File: src/core/fcc_pkg.sv
// fcc_pkg: constants shared by the flash command configuration block.
// assumes a single clock domain; opcodes arrive already decoded to bytes.
package fcc_pkg;

  ////////////////////////////////////////////////////////////////////////////
  // opcodes
  localparam logic [7:0] FCC_OP_REG_READ    = 8'h65;  // generic_register_read
  localparam logic [7:0] FCC_OP_REG_WRITE   = 8'h71;  // generic_register_write
  localparam logic [7:0] FCC_OP_BURST_LEN   = 8'hC0;  // set_burst_length_cmd
  localparam logic [7:0] FCC_OP_OP30        = 8'h30;
  localparam logic [7:0] FCC_OP_BLK_ERASE   = 8'hD8;
  localparam logic [7:0] FCC_OP_BLK_ERASE4  = 8'hDC;
  localparam logic [7:0] FCC_OP_PARM_ERASE  = 8'h20;
  localparam logic [7:0] FCC_OP_PARM_ERASE4 = 8'h21;  // plain default
  localparam logic [7:0] FCC_OP_BULK_ERASE  = 8'h60;  // plain default
  localparam logic [7:0] FCC_OP_BULK_ERASE2 = 8'hC7;  // plain default
  localparam logic [7:0] FCC_OP_LEGACY_RST  = 8'hF0;
  localparam logic [7:0] FCC_OP_RST_ENABLE  = 8'h66;
  localparam logic [7:0] FCC_OP_RST_EXEC    = 8'h99;

  ////////////////////////////////////////////////////////////////////////////
  // register addresses inside the generic register space
  localparam logic [23:0] FCC_ADDR_CBNV = 24'h00_0004;  // command_behaviour_nonvolatile
  localparam logic [23:0] FCC_ADDR_BWNV = 24'h00_0005;  // burst_wrap_boot_config
  localparam logic [23:0] FCC_ADDR_CBV  = 24'h80_0004;  // command_behaviour_volatile
  localparam logic [23:0] FCC_ADDR_BWV  = 24'h80_0005;  // burst_wrap_live_config

  ////////////////////////////////////////////////////////////////////////////
  // field positions
  localparam int FCC_CB_BLANK  = 5;  // erase_blank_check_en
  localparam int FCC_CB_PGWRAP = 4;  // program_buffer_wrap_sel
  localparam int FCC_CB_PSDIS  = 3;  // parameter_sector_disable
  localparam int FCC_CB_RESUME = 2;  // resume_opcode_sel
  localparam int FCC_CB_BLKSZ  = 1;  // block_erase_size_sel
  localparam int FCC_CB_LEGRST = 0;  // legacy_soft_reset_en
  localparam int FCC_BW_WRAPN  = 4;  // wrap enable, active low
  localparam int FCC_BW_DRV_LO = 5;  // drive strength 7:5

  // writable bit masks; reserved bits read as zero
  localparam logic [7:0] FCC_CB_MASK   = 8'h3F;
  localparam logic [7:0] FCC_CBV_WMASK = 8'h37;  // sector map bit is read-only
  localparam logic [7:0] FCC_BW_MASK   = 8'hF3;

  ////////////////////////////////////////////////////////////////////////////
  // reset values
  localparam logic [7:0] FCC_CBNV_RST = 8'h02;
  localparam logic [7:0] FCC_BWNV_RST = 8'h10;

  // last program buffer offset, for 256- and 512-byte buffers
  localparam logic [8:0] FCC_PGBUF_LAST_256 = 9'h0FF;
  localparam logic [8:0] FCC_PGBUF_LAST_512 = 9'h1FF;

  typedef enum logic [1:0] {
    FCC_ER_PARM,
    FCC_ER_SECTOR,
    FCC_ER_BULK
  } fcc_erase_kind_t;

endpackage : fcc_pkg

File: src/core/fcc_cmd_config.sv
// fcc_cmd_config: command behaviour and burst wrap configuration registers.
// assumes a command decoder on clk_sys presenting one opcode per cmd_valid.
`timescale 1ns/1ps
module fcc_cmd_config (
  input  wire logic                     clk_sys,
  input  wire logic                     sys_rst,
  // command port
  input  wire logic                     cmd_valid,
  input  wire logic [7:0]               cmd_opcode,
  input  wire logic [23:0]              cmd_addr,
  input  wire logic [7:0]               cmd_wdata,
  output logic                          rsp_valid_q,
  output logic [7:0]                    rsp_data_q,
  // hardware reset request from the pin logic
  input  wire logic                     hw_reset,
  output logic                          soft_reset_q,
  output logic                          clear_status_q,
  output logic                          resume_q,
  // erase engine
  input  wire logic                     last_erase_ok,
  input  wire logic                     bc_rd_valid,
  input  wire logic [7:0]               bc_rd_data,
  input  wire logic                     bc_rd_last,
  output logic                          bc_rd_req,
  output logic                          erase_start,
  output logic                          erase_skip,
  output logic                          erase_busy,
  output fcc_pkg::fcc_erase_kind_t      erase_kind,
  // program buffer load
  input  wire logic                     pg_load_start,
  input  wire logic [8:0]               pg_load_offset,
  input  wire logic                     pg_load_byte,
  output logic [8:0]                    pg_buf_addr_q,
  // array read address sequencing
  input  wire logic                     rd_start,
  input  wire logic [31:0]              rd_addr,
  input  wire logic                     rd_is_array,
  input  wire logic                     rd_is_quad_io,
  input  wire logic                     rd_next,
  output logic [31:0]                   rd_cur_addr_q,
  output logic                          rd_wrap_active_q,
  // static controls
  output logic                          parameter_sector_disable,
  output logic [2:0]                    drive_strength,
  output logic                          blank_check_en
);
  import fcc_pkg::*;

  ////////////////////////////////////////////////////////////////////////////
  // storage
  logic [7:0] cbnv_q;       // command_behaviour_nonvolatile
  logic [7:0] cbnv_done_q;  // bits already programmed once
  logic [7:0] bwnv_q;       // burst_wrap_boot_config
  logic [7:0] bwnv_done_q;
  logic [7:0] cbv_q;        // command_behaviour_volatile
  logic [7:0] bwv_q;        // burst_wrap_live_config
  logic       rst_armed_q;  // 66h seen, waiting for 99h
  logic       reload;       // any reset that reloads volatile copies

  // decoded strobes
  logic op_rd;
  logic op_wr;
  logic op_sbl;
  logic op_erase;
  fcc_erase_kind_t op_kind;
  logic soft_rst;

  ////////////////////////////////////////////////////////////////////////////
  // helpers

  // one-time program: a bit may flip away from its default once
  function automatic logic [7:0] otp_merge(input logic [7:0] cur,
                                           input logic [7:0] done,
                                           input logic [7:0] wr,
                                           input logic [7:0] mask);
    otp_merge = (cur & (done | ~mask)) | (wr & ~done & mask);
  endfunction : otp_merge

  // which bits the write really changed, so they are frozen after
  function automatic logic [7:0] otp_used(input logic [7:0] cur,
                                          input logic [7:0] done,
                                          input logic [7:0] wr,
                                          input logic [7:0] mask);
    otp_used = done | ((cur ^ wr) & mask);
  endfunction : otp_used

  // burst length in bytes minus one, as an address mask
  function automatic logic [5:0] wrap_mask(input logic [1:0] len);
    case (len)
      2'b00:   wrap_mask = 6'h07;
      2'b01:   wrap_mask = 6'h0F;
      2'b10:   wrap_mask = 6'h1F;
      default: wrap_mask = 6'h3F;
    endcase
  endfunction : wrap_mask

  function automatic logic is_op(input logic [7:0] op, input logic [7:0] want);
    is_op = cmd_valid && (op == want);
  endfunction : is_op

  ////////////////////////////////////////////////////////////////////////////
  // opcode decode
  assign op_rd  = is_op(cmd_opcode, FCC_OP_REG_READ);
  assign op_wr  = is_op(cmd_opcode, FCC_OP_REG_WRITE);
  assign op_sbl = is_op(cmd_opcode, FCC_OP_BURST_LEN);

  // erase opcodes; block erase size bit is never consulted
  always_comb begin
    op_erase = 1'b0;
    op_kind  = FCC_ER_SECTOR;
    if (cmd_valid) begin
      case (cmd_opcode)
        FCC_OP_PARM_ERASE, FCC_OP_PARM_ERASE4: begin
          op_erase = 1'b1;
          op_kind  = FCC_ER_PARM;
        end
        FCC_OP_BLK_ERASE, FCC_OP_BLK_ERASE4: begin
          op_erase = 1'b1;             // full sector always
          op_kind  = FCC_ER_SECTOR;
        end
        FCC_OP_BULK_ERASE, FCC_OP_BULK_ERASE2: begin
          op_erase = 1'b1;
          op_kind  = FCC_ER_BULK;
        end
        default: begin
          op_erase = 1'b0;
          op_kind  = FCC_ER_SECTOR;
        end
      endcase
    end
  end

  // soft reset: legacy single opcode only when enabled, pair always
  assign soft_rst = (is_op(cmd_opcode, FCC_OP_LEGACY_RST) && cbv_q[FCC_CB_LEGRST])
                  || (is_op(cmd_opcode, FCC_OP_RST_EXEC) && rst_armed_q);
  assign reload   = soft_rst || hw_reset;

  // reset-enable latch; any other opcode disarms it
  always_ff @(posedge clk_sys) begin
    if (sys_rst) begin
      rst_armed_q <= 1'b0;
    end else if (cmd_valid) begin
      rst_armed_q <= (cmd_opcode == FCC_OP_RST_ENABLE);
    end
  end

  // soft reset pulse to the rest of the device
  always_ff @(posedge clk_sys) begin
    if (sys_rst) begin
      soft_reset_q <= 1'b0;
    end else begin
      soft_reset_q <= soft_rst;
    end
  end

  // 30h meaning picked by the volatile bit
  always_ff @(posedge clk_sys) begin
    if (sys_rst) begin
      resume_q       <= 1'b0;
      clear_status_q <= 1'b0;
    end else begin
      resume_q       <= is_op(cmd_opcode, FCC_OP_OP30) && cbv_q[FCC_CB_RESUME];
      clear_status_q <= is_op(cmd_opcode, FCC_OP_OP30) && !cbv_q[FCC_CB_RESUME];
    end
  end

  ////////////////////////////////////////////////////////////////////////////
  // nonvolatile registers; only power-on restores factory state
  always_ff @(posedge clk_sys) begin
    if (sys_rst) begin
      cbnv_q      <= FCC_CBNV_RST;
      cbnv_done_q <= 8'h00;
    end else if (op_wr && (cmd_addr == FCC_ADDR_CBNV)) begin
      cbnv_q      <= otp_merge(cbnv_q, cbnv_done_q, cmd_wdata, FCC_CB_MASK);
      cbnv_done_q <= otp_used(cbnv_q, cbnv_done_q, cmd_wdata, FCC_CB_MASK);
    end
  end

  // boot wrap register, same one-time behaviour
  always_ff @(posedge clk_sys) begin
    if (sys_rst) begin
      bwnv_q      <= FCC_BWNV_RST;
      bwnv_done_q <= 8'h00;
    end else if (op_wr && (cmd_addr == FCC_ADDR_BWNV)) begin
      bwnv_q      <= otp_merge(bwnv_q, bwnv_done_q, cmd_wdata, FCC_BW_MASK);
      bwnv_done_q <= otp_used(bwnv_q, bwnv_done_q, cmd_wdata, FCC_BW_MASK);
    end
  end

  ////////////////////////////////////////////////////////////////////////////
  // volatile command behaviour; sector map mirrors the nonvolatile bit
  always_ff @(posedge clk_sys) begin
    if (sys_rst) begin
      cbv_q <= FCC_CBNV_RST;
    end else if (reload) begin
      cbv_q <= cbnv_q;
    end else begin
      if (op_wr && (cmd_addr == FCC_ADDR_CBV)) begin
        cbv_q <= (cmd_wdata & FCC_CBV_WMASK) | (cbv_q & ~FCC_CBV_WMASK);
      end
      // map bit tracks only the nonvolatile copy; host writes have no say
      cbv_q[FCC_CB_PSDIS] <= cbnv_q[FCC_CB_PSDIS];
    end
  end

  // live wrap register: generic write or set burst length
  always_ff @(posedge clk_sys) begin
    if (sys_rst) begin
      bwv_q <= FCC_BWNV_RST;
    end else if (reload) begin
      bwv_q <= bwnv_q;
    end else if ((op_wr && (cmd_addr == FCC_ADDR_BWV)) || op_sbl) begin
      bwv_q <= cmd_wdata & FCC_BW_MASK;
    end
  end

  ////////////////////////////////////////////////////////////////////////////
  // register read answer, one cycle after the opcode; unmapped reads zero
  always_ff @(posedge clk_sys) begin
    if (sys_rst) begin
      rsp_valid_q <= 1'b0;
      rsp_data_q  <= 8'h00;
    end else begin
      rsp_valid_q <= op_rd;
      if (op_rd) begin
        case (cmd_addr)
          FCC_ADDR_CBNV: rsp_data_q <= cbnv_q;
          FCC_ADDR_BWNV: rsp_data_q <= bwnv_q;
          FCC_ADDR_CBV:  rsp_data_q <= cbv_q;
          FCC_ADDR_BWV:  rsp_data_q <= bwv_q;
          default:       rsp_data_q <= 8'h00;
        endcase
      end
    end
  end

  ////////////////////////////////////////////////////////////////////////////
  // static controls
  assign parameter_sector_disable = cbv_q[FCC_CB_PSDIS];
  assign drive_strength           = bwv_q[7:FCC_BW_DRV_LO];
  assign blank_check_en           = cbv_q[FCC_CB_BLANK];

  ////////////////////////////////////////////////////////////////////////////
  // blank check sequencer
  fcc_blank_check u_blank_check (
    .clk_sys        (clk_sys),
    .sys_rst        (sys_rst),
    .erase_req      (op_erase),
    .erase_kind     (op_kind),
    .blank_check_en (cbv_q[FCC_CB_BLANK]),
    .last_erase_ok  (last_erase_ok),
    .rd_valid       (bc_rd_valid),
    .rd_data        (bc_rd_data),
    .rd_last        (bc_rd_last),
    .rd_req         (bc_rd_req),
    .erase_start    (erase_start),
    .erase_skip     (erase_skip),
    .busy           (erase_busy),
    .kind_q         (erase_kind)
  );

  ////////////////////////////////////////////////////////////////////////////
  // program buffer load address; wraps to offset zero past the wrap point
  always_ff @(posedge clk_sys) begin
    if (sys_rst) begin
      pg_buf_addr_q <= 9'h000;
    end else if (pg_load_start) begin
      // in 256-byte mode the high bit is dropped so loads stay in one page
      pg_buf_addr_q <= cbv_q[FCC_CB_PGWRAP] ? pg_load_offset
                                            : {1'b0, pg_load_offset[7:0]};
    end else if (pg_load_byte) begin
      if (pg_buf_addr_q == (cbv_q[FCC_CB_PGWRAP] ? FCC_PGBUF_LAST_512
                                                 : FCC_PGBUF_LAST_256)) begin
        pg_buf_addr_q <= 9'h000;
      end else begin
        pg_buf_addr_q <= pg_buf_addr_q + 9'h001;
      end
    end
  end

  ////////////////////////////////////////////////////////////////////////////
  // read address sequencing with burst wrap
  logic [5:0] wmask_q;

  // wrap decided at the start of each read and held for its length
  always_ff @(posedge clk_sys) begin
    if (sys_rst) begin
      rd_wrap_active_q <= 1'b0;
      wmask_q          <= 6'h07;
    end else if (rd_start) begin
      rd_wrap_active_q <= !bwv_q[FCC_BW_WRAPN]  // active low
                          && rd_is_array
                          && rd_is_quad_io;
      wmask_q          <= wrap_mask(bwv_q[1:0]);
    end
  end

  // address advance; wrapped reads stay inside the aligned burst
  always_ff @(posedge clk_sys) begin
    if (sys_rst) begin
      rd_cur_addr_q <= 32'h0000_0000;
    end else if (rd_start) begin
      rd_cur_addr_q <= rd_addr;
    end else if (rd_next) begin
      if (rd_wrap_active_q) begin
        rd_cur_addr_q <= {rd_cur_addr_q[31:6],
                          (rd_cur_addr_q[5:0] & ~wmask_q)
                          | ((rd_cur_addr_q[5:0] + 6'h01) & wmask_q)};
      end else begin
        rd_cur_addr_q <= rd_cur_addr_q + 32'h0000_0001;
      end
    end
  end

endmodule : fcc_cmd_config

File: src/core/fcc_blank_check.sv
// fcc_blank_check: decides whether an erase runs, following the blank check.
// assumes the array read port answers one byte per rd_valid, rd_last on the end.
`timescale 1ns/1ps
module fcc_blank_check (
  input  wire logic                     clk_sys,
  input  wire logic                     sys_rst,
  input  wire logic                     erase_req,
  input  wire fcc_pkg::fcc_erase_kind_t erase_kind,
  input  wire logic                     blank_check_en,
  input  wire logic                     last_erase_ok,
  input  wire logic                     rd_valid,
  input  wire logic [7:0]               rd_data,
  input  wire logic                     rd_last,
  output logic                          rd_req,
  output logic                          erase_start,
  output logic                          erase_skip,
  output logic                          busy,
  output fcc_pkg::fcc_erase_kind_t      kind_q
);
  import fcc_pkg::*;

  typedef enum logic [1:0] {
    FCC_BC_IDLE,
    FCC_BC_SCAN,
    FCC_BC_START,
    FCC_BC_SKIP
  } fcc_bc_state_t;

  fcc_bc_state_t state_q;
  fcc_bc_state_t state_d;

  ////////////////////////////////////////////////////////////////////////////
  // next state; a zero bit ends the scan at once to save erase time
  always_comb begin
    state_d = state_q;
    case (state_q)
      FCC_BC_IDLE: begin
        if (erase_req) begin
          if (!blank_check_en) begin
            state_d = FCC_BC_START;
          end else if (!last_erase_ok) begin
            state_d = FCC_BC_START;
          end else begin
            state_d = FCC_BC_SCAN;
          end
        end
      end
      FCC_BC_SCAN: begin
        if (rd_valid && (rd_data != 8'hFF)) begin
          state_d = FCC_BC_START;
        end else if (rd_valid && rd_last) begin
          state_d = FCC_BC_SKIP;
        end
      end
      FCC_BC_START: state_d = FCC_BC_IDLE;
      FCC_BC_SKIP:  state_d = FCC_BC_IDLE;
      default:      state_d = FCC_BC_IDLE;
    endcase
  end

  // state register
  always_ff @(posedge clk_sys) begin
    if (sys_rst) begin
      state_q <= FCC_BC_IDLE;
    end else begin
      state_q <= state_d;
    end
  end

  // erase kind held for the array engine
  always_ff @(posedge clk_sys) begin
    if (sys_rst) begin
      kind_q <= FCC_ER_SECTOR;
    end else if (erase_req && (state_q == FCC_BC_IDLE)) begin
      kind_q <= erase_kind;
    end
  end

  // outputs
  assign rd_req      = (state_q == FCC_BC_SCAN);
  assign erase_start = (state_q == FCC_BC_START);
  assign erase_skip  = (state_q == FCC_BC_SKIP);
  assign busy        = (state_q != FCC_BC_IDLE);

endmodule : fcc_blank_check

File: config.mk
export PLATFORM = sky130hd
export DESIGN_NAME = fcc_cmd_config
export DESIGN_NICKNAME = d
export VERILOG_FILES = /design/src/core/fcc_pkg.sv /design/src/core/fcc_cmd_config.sv /design/src/core/fcc_blank_check.sv
export SDC_FILE = /design/constraint.sdc
export NUM_CORES = 1
export LEC_CHECK = 0
export BUFFER_PORTS_ARGS = -buffer_cell sky130_fd_sc_hd__buf_2
export CAP_MARGIN = 20
export CORE_ASPECT_RATIO = 0.75
export CORE_MARGIN = 4
export CORE_UTILIZATION = 25
export DETAILED_ROUTE_END_ITERATION = 10
export SYNTH_ARGS = -nofsm -noshare
export SYNTH_HDL_FRONTEND = slang
export SYNTH_HIERARCHICAL = 1
export SYNTH_SLANG_ARGS = --single-unit
File: constraint.sdc
create_clock -name clk_sys -period 2.88 [get_ports clk_sys]
set_input_delay 0.576 -clock clk_sys [delete_from_list [all_inputs] [get_ports clk_sys]]
set_output_delay 0.576 -clock clk_sys [all_outputs]
set_load 0.02 [all_outputs]
==> flow_metrics.tcl, run 1 <==
set metrics [dict create \
    maxCapViolations 0 \
    gr-total-overflow 0 \
    relSlewSlack_pct 58.2 \
    nets 887 \
    vias 5249 \
    diodes 0 \
    clk_pin_slew_ns 0.07 \
    p_int_uw 2420 \
    fin_ws_ns 0.366 \
    ys.warnings.count 6 \
    tns_ns 0 \
    sw_frac_of_total_pct 26.0 \
    multi_input_area_sq_um 2940 \
    antenna_found_initial 3 \
    cts.repair_timing.setup_buffer_count 0 \
    grt_pass1_vias 4800 \
    clk_latency_ns 0.35 \
    synth_edf_count 0 \
    fill_cells 2157 \
    cts_tree "built" \
    min_to "rd_cur_addr_q[24]" \
    die_area_sq_um 22800 \
    dp_hpwl_mm 12.6 \
    avgSynthCellArea_sq_um 8.29 \
    yosysMostFrequentCell "dfxtp_1" \
    rr_startpoint "rd_cur_addr_q[0]" \
    setup_viol 0 \
    ctsLongestPathBuffers 2 \
    switchingPower_uw 851 \
    rsz0062_at_grt "false" \
    rrSetupSlack_ns 0.82 \
    synthCells 617 \
    yosys.area.top_type "dfxtp_1" \
    synth_cell_types 62 \
    reg2reg_depth 7 \
    coreArea_sq_um 20200 \
    combPwrFrac_pct 12.7 \
    min_period_ns 2.51 \
    route.detailed.drc 0 \
    syn_nets 721 \
    rows 45 \
    slew_viol_final 0 \
    leakage_uw 0.00275 \
    ioPinCount 167 \
    wl_per_cell_um 16.0 \
    grt_usage_pct 14.1 \
    cts-resized-gates 0 \
    area_growth_pct 29.8 \
    synth_area_sq_um 5120 \
    p_per_area_nw_per_um2 492 \
    cts_root_buf "clkbuf_16" \
    synth_common_cells "dfxtp_1, nor2_1, a21oi_1" \
    hp-start "rd_addr[24]" \
    place_ws_ns 0.0250 \
    period_share_pct 87.3 \
    rr_endpoint "rd_cur_addr_q[26]" \
    final_antenna_net_count 0 \
    min_path_type "in -> reg" \
    vdd_drop_max_mv 0.274 \
    yosysSeqAreaShare_pct 38.3 \
    crit_fanout 11 \
    finClkSkew_ns 0.00393 \
    fmax_mhz 398 \
    drtIter0Drc 347 \
    synth_seq_cells 98 \
    viasPerCell 5.02 \
    status "finished clean" \
    drive_gt1_share_pct 28.2 \
    start_util_pct 25.4 \
    cp.required_ns 3.11 \
    cts_max_level 3 \
    start_kind "input port" \
    critPathKind "in -> reg" \
    hold_violations 0 \
    die_w_um 173 \
    grt_start_max_net_pins 58 \
    synth_flop_cell "dfxtp_1" \
    whs_ns 0.446 \
    cts_sinks 98 \
    cts_made_buffers 9 \
    drt-total-wl_mm 16.8 \
    seqCellArea_sq_um 1960 \
    fp.dieH_um 132 \
    arrival_ns 2.75 \
    hold_buffers 0 \
    tightest_slew_ns 0.627 \
    place_congestion 0.867 \
    p_clk_share_pct 42.6 \
    power_frac_seq_pct 44.7 \
    synth-async-reset-ratio_pct 0 \
    portBuffers 166 \
    critPathCaptureType "flip-flop" \
    grt_pass1_wl_mm 26.5 \
    min_path_cells 3 \
    drtPass1Iterations 5 \
    yosys.area.top_type_share_pct 38.3 \
    synth_area_leaders "dfxtp_1, a21oi_1, nor2_1" \
]
[worst max-delay path by stage]
stage                     slack [ns]        end          start
after CTS                       0.39  cbnv_q[1]  cmd_opcode[3]
after detailed placement        0.03  cbnv_q[1]  cmd_opcode[3]
after floorplan                 0.27  bwnv_q[5]  cmd_opcode[3]
after global routing            0.26  cbnv_q[4]  cmd_opcode[3]
after global placement          0.04  cbnv_q[1]  cmd_opcode[3]
final                           0.37  cbnv_q[1]  cmd_opcode[3]
[sequential cells by signal (all words and copies together) (netlist names), 2 cells and up]
name / flops
bwnv_q: 6
bwv_q: 6
wmask_q: 3
u_blank_check/kind_q: 2
rd_cur_addr_q: 32
pg_buf_addr_q: 9
cbnv_done_q: 6
cbv_q: 6
cbnv_q: 6
u_blank_check/state_q: 2
rsp_data_q: 8
bwnv_done_q: 6
[metrics by stage]
step                      area, sq um  std cells  util, %  total power, uW
after floorplan                  5120        617        -             1720
after global placement           6300       1030     31.2             1900
after detailed placement         6300       1030     31.2             1910
after CTS                        6640       1046     32.9             3310
after global routing             6640       1046     32.9             3410
final                            6640       1046     32.9             3270
[per-layer routing]
layer  global-route usage (%)  routed length, um  up-vias
li1                         -                  -     2603
met1                     21.0               8400     2496
met2                     20.3               7160      134
met3                     4.16               1080       12
met4                     2.66                112        4
met5                        0                 23        -
[worst max-delay path: stages]
cell,delay (ns)
buf_2,0.12
or3b_1,0.42
or4_4,0.53
or4_1,0.73
o41a_1,0.37
[power by group through the flow]
stage | clock network, uW | logic (uW) | registers, uW
global placement | 0 | 410 | 1490
detailed placement | 0 | 412 | 1490
finish | 1390 | 414 | 1460
global route | 1480 | 451 | 1470
CTS | 1430 | 414 | 1460
floorplan | 0 | 191 | 1530
[final cells by class]
class,count,share of cell area [%]
clock buffers,9,3.39
clock inverters,7,1.77
inverters,20,1.13
multi-input cells,466,44.3
flip-flops and latches,98,29.5
well taps,258,4.86
repair buffers,188,15.0
[cells in the final DEF, fill, tap and decap left out, types with 4 or more instances in the layout]
cell type	netlist	routed
or3_1	4	4
mux2_2	4	4
o41ai_1	5	5
a21oi_1	53	53
and3_1	8	8
nor3_1	23	23
nor4_1	15	15
mux2i_1	14	14
a211oi_1	16	16
mux4_2	4	4
a311oi_1	6	6
nand2b_1	5	5
nor2_1	68	68
xor2_1	29	29
nand3_1	26	26
nor2b_1	9	9
and4_1	4	4
clkbuf_16	0	9
nand2_1	47	47
buf_2	0	166
or4_1	5	5
xnor2_1	10	10
o21ai_0	21	21
nand4_1	20	20
buf_4	3	22
nand3b_1	4	4
nor3b_1	6	6
dfxtp_1	98	98
o211ai_1	4	4
a22oi_1	6	6
inv_1	19	19
nand4b_1	4	4
[cells by family after synthesis]
| family | synth area share (%) |
|---|---|
| AO/OA/AOI/OAI | 17.6 |
| adder cells (fa/ha/maj) | 0.489 |
| flip-flops | 38.3 |
| XOR/XNOR | 6.68 |
| buffers and inverters | 4.13 |
| multiplexers | 5.38 |
| AND/OR/NAND/NOR | 27.4 |
Note: power is estimated with default switching activity, not from simulation.
==> run 2, diff against run 1 <==
- CORE_UTILIZATION: 25 -> 51
- PLACE_DENSITY: default -> 0.8
- SETUP_SLACK_MARGIN: default -> 0.4
==> run 2 against run 1 <==
Net effect:
- worst setup slack improved by 0.14 ns
- via count increased by 2.4%
- clock skew up 0.0058 ns
- core utilization up 33 points
- critical endpoint is now bwnv_q[0]
- highest routed layer is now met4
==> flow_metrics.tcl, run 2 (synthesis results as in run 1) <==
set metrics [dict create \
    slew_viol_final 0 \
    gr-total-overflow 0 \
    crit_path_max_incr_delay_ns 0.60 \
    diodes 0 \
    tns_ns 0 \
    nets 881 \
    power_frac_seq_pct 46.2 \
    portBuffers 166 \
    arrival_ns 2.63 \
    rsz0062_at_grt "false" \
    combPwrFrac_pct 12.8 \
    period_share_pct 82.5 \
    area_growth_pct 25.6 \
    drtIter0Drc 501 \
    tightest_slew_ns 0.746 \
    reg2reg_depth 6 \
    ctsLongestPathBuffers 2 \
    vdd_drop_max_mv 0.343 \
    start_kind "input port" \
    drive_gt1_share_pct 27.7 \
    crit_slowest_cell "or4_4" \
    hp-start "rd_addr[24]" \
    finClkSkew_ns 0.00975 \
    p_clk_share_pct 41.0 \
    viasPerCell 5.88 \
    crit_top_cell "or4_4" \
    place_congestion 0.900 \
    grt_pass1_vias 4918 \
    grt_usage_pct 26.2 \
    mostFrequentLayoutCell "buf_2" \
    crit_family "simple AND/OR/NAND/NOR gates" \
    ioPinCount 167 \
    min_path_cells 3 \
    fin_ws_ns 0.504 \
    top_regs "rd_cur_addr_q (32), pg_buf_addr_q (9), rsp_data_q (8)" \
    maxCapViolations 0 \
    sw_frac_of_total_pct 25.0 \
    cts_max_level 3 \
    crit_fanout 9 \
    fmax_mhz 421 \
    place_ws_ns 0.0788 \
    rrSetupSlack_ns 0.71 \
    min_path_type "in -> reg" \
    crit_path_cell_trace "buf_2 > or3b_4 > or4_4 > or4_4 > or3_1 > a21oi_1" \
    die_w_um 124 \
    vias 5373 \
    cp.required_ns 3.14 \
    relSlewSlack_pct 50.3 \
    cts_root_buf "clkbuf_16" \
    largest_register_ffs 32 \
    fp.dieH_um 94.7 \
    clk_pin_slew_ns 0.07 \
    hold_violations 0 \
    drt-total-wl_mm 15.4 \
    cts_tree "built" \
    wl_per_cell_um 16.9 \
    die_area_sq_um 11700 \
    dp_hpwl_mm 11.7 \
    cp.buffers_inverters 1 \
    leakage_uw 0.00272 \
    final_antenna_net_count 0 \
    critPathCaptureType "flip-flop" \
    p_per_area_nw_per_um2 493 \
    rows 31 \
    min_to "rd_cur_addr_q[24]" \
    switchingPower_uw 793 \
    min_period_ns 2.38 \
    cts_made_buffers 9 \
    regMostFlops "rd_cur_addr_q" \
    antenna_found_initial 0 \
    critPathKind "in -> reg" \
    setup_viol 0 \
    status "finished clean" \
    cts_sinks 98 \
    coreArea_sq_um 9740 \
    start_util_pct 52.6 \
    grt_pass1_wl_mm 24.4 \
    rr_endpoint "rd_cur_addr_q[22]" \
    final_cell_mix "buf_2, dfxtp_1, nor2_1, a21oi_1, nand2_1" \
    p_int_uw 2370 \
    route.detailed.drc 0 \
    clk_latency_ns 0.34 \
    drtPass1Iterations 5 \
    grt_start_max_net_pins 72 \
    rr_startpoint "rd_cur_addr_q[0]" \
]
## run 2: cell count changes in the layout (fill, tap and decap cells not counted), sizes merged
cell / change
clkinvlp: -3
buf: -6
bufinv: -1
clkbuf: +4
clkinv: -1
## run 2: metrics by stage
stage | util, % | instances | area (sq um) | power, uW | hold slack [ns]
6_report | 66.0 | 913 | 6430 | 3170 | 0.447
3_3_place_gp | 62.6 | 898 | 6100 | 1880 | 0.451
4_1_cts | 65.9 | 913 | 6420 | 3180 | 0.431
2_1_floorplan | - | 617 | 5120 | 1720 | 0.431
3_5_place_dp | 62.6 | 898 | 6100 | 1890 | 0.458
5_1_grt | 66.0 | 913 | 6430 | 3300 | 0.437
## run 2: metal layers
layer  track usage (%)  wire (um)  up-vias
met4              7.19        193        0
met5                 0          0        -
li1                  -          -     2592
met1              37.9       6920     2524
met3              4.55       1280       18
met2              40.1       7040      239
## run 2: cell type report
cell class / instances / area (sq um)
flip-flops and latches: 98 / 1960
multi-input cells: 466 / 2950
clock buffers: 13 / 260
clock inverters: 2 / 60.1
well taps: 132 / 165
inverters: 20 / 75.1
repair buffers: 182 / 951
fillers: 834 / 3310
## run 2: worst max-delay path by stage
stage,from,to,slack (ns),cells past startpoint
final,cmd_opcode[2],bwnv_q[0],0.50,6
after global routing,cmd_opcode[2],bwnv_q[0],0.43,6
after CTS,cmd_opcode[3],bwnv_q[0],0.43,6
after detailed placement,cmd_opcode[3],bwnv_q[0],0.08,6
after global placement,cmd_opcode[3],bwnv_q[0],0.12,6
after floorplan,cmd_opcode[3],bwnv_q[5],0.35,6
## run 2: power by group through the flow
stage | Combinational [uW] | Clock [uW] | Sequential, uW
6_report | 405 | 1300 | 1460
5_1_grt | 443 | 1390 | 1470
4_1_cts | 404 | 1320 | 1460
3_5_place_dp | 401 | 0 | 1490
3_3_place_gp | 390 | 0 | 1490
2_1_floorplan | 191 | 0 | 1530
## run 2: worst register-to-register path, cell delays in order (launching register included)
cell and delay, ns:
dfxtp_1 0.42, ha_1 0.23, nand3_1 0.23, nor3_1 0.57
nand4_1 0.19, xor2_1 0.17, a211oi_1 0.26
## run 2: repair_timing
action                                  CTS  global route
hold endpoints to repair                  0             0
hold buffers                              0             0
setup buffers                             0             0
endpoints found under the setup margin    0             9
resized for setup                         0             2
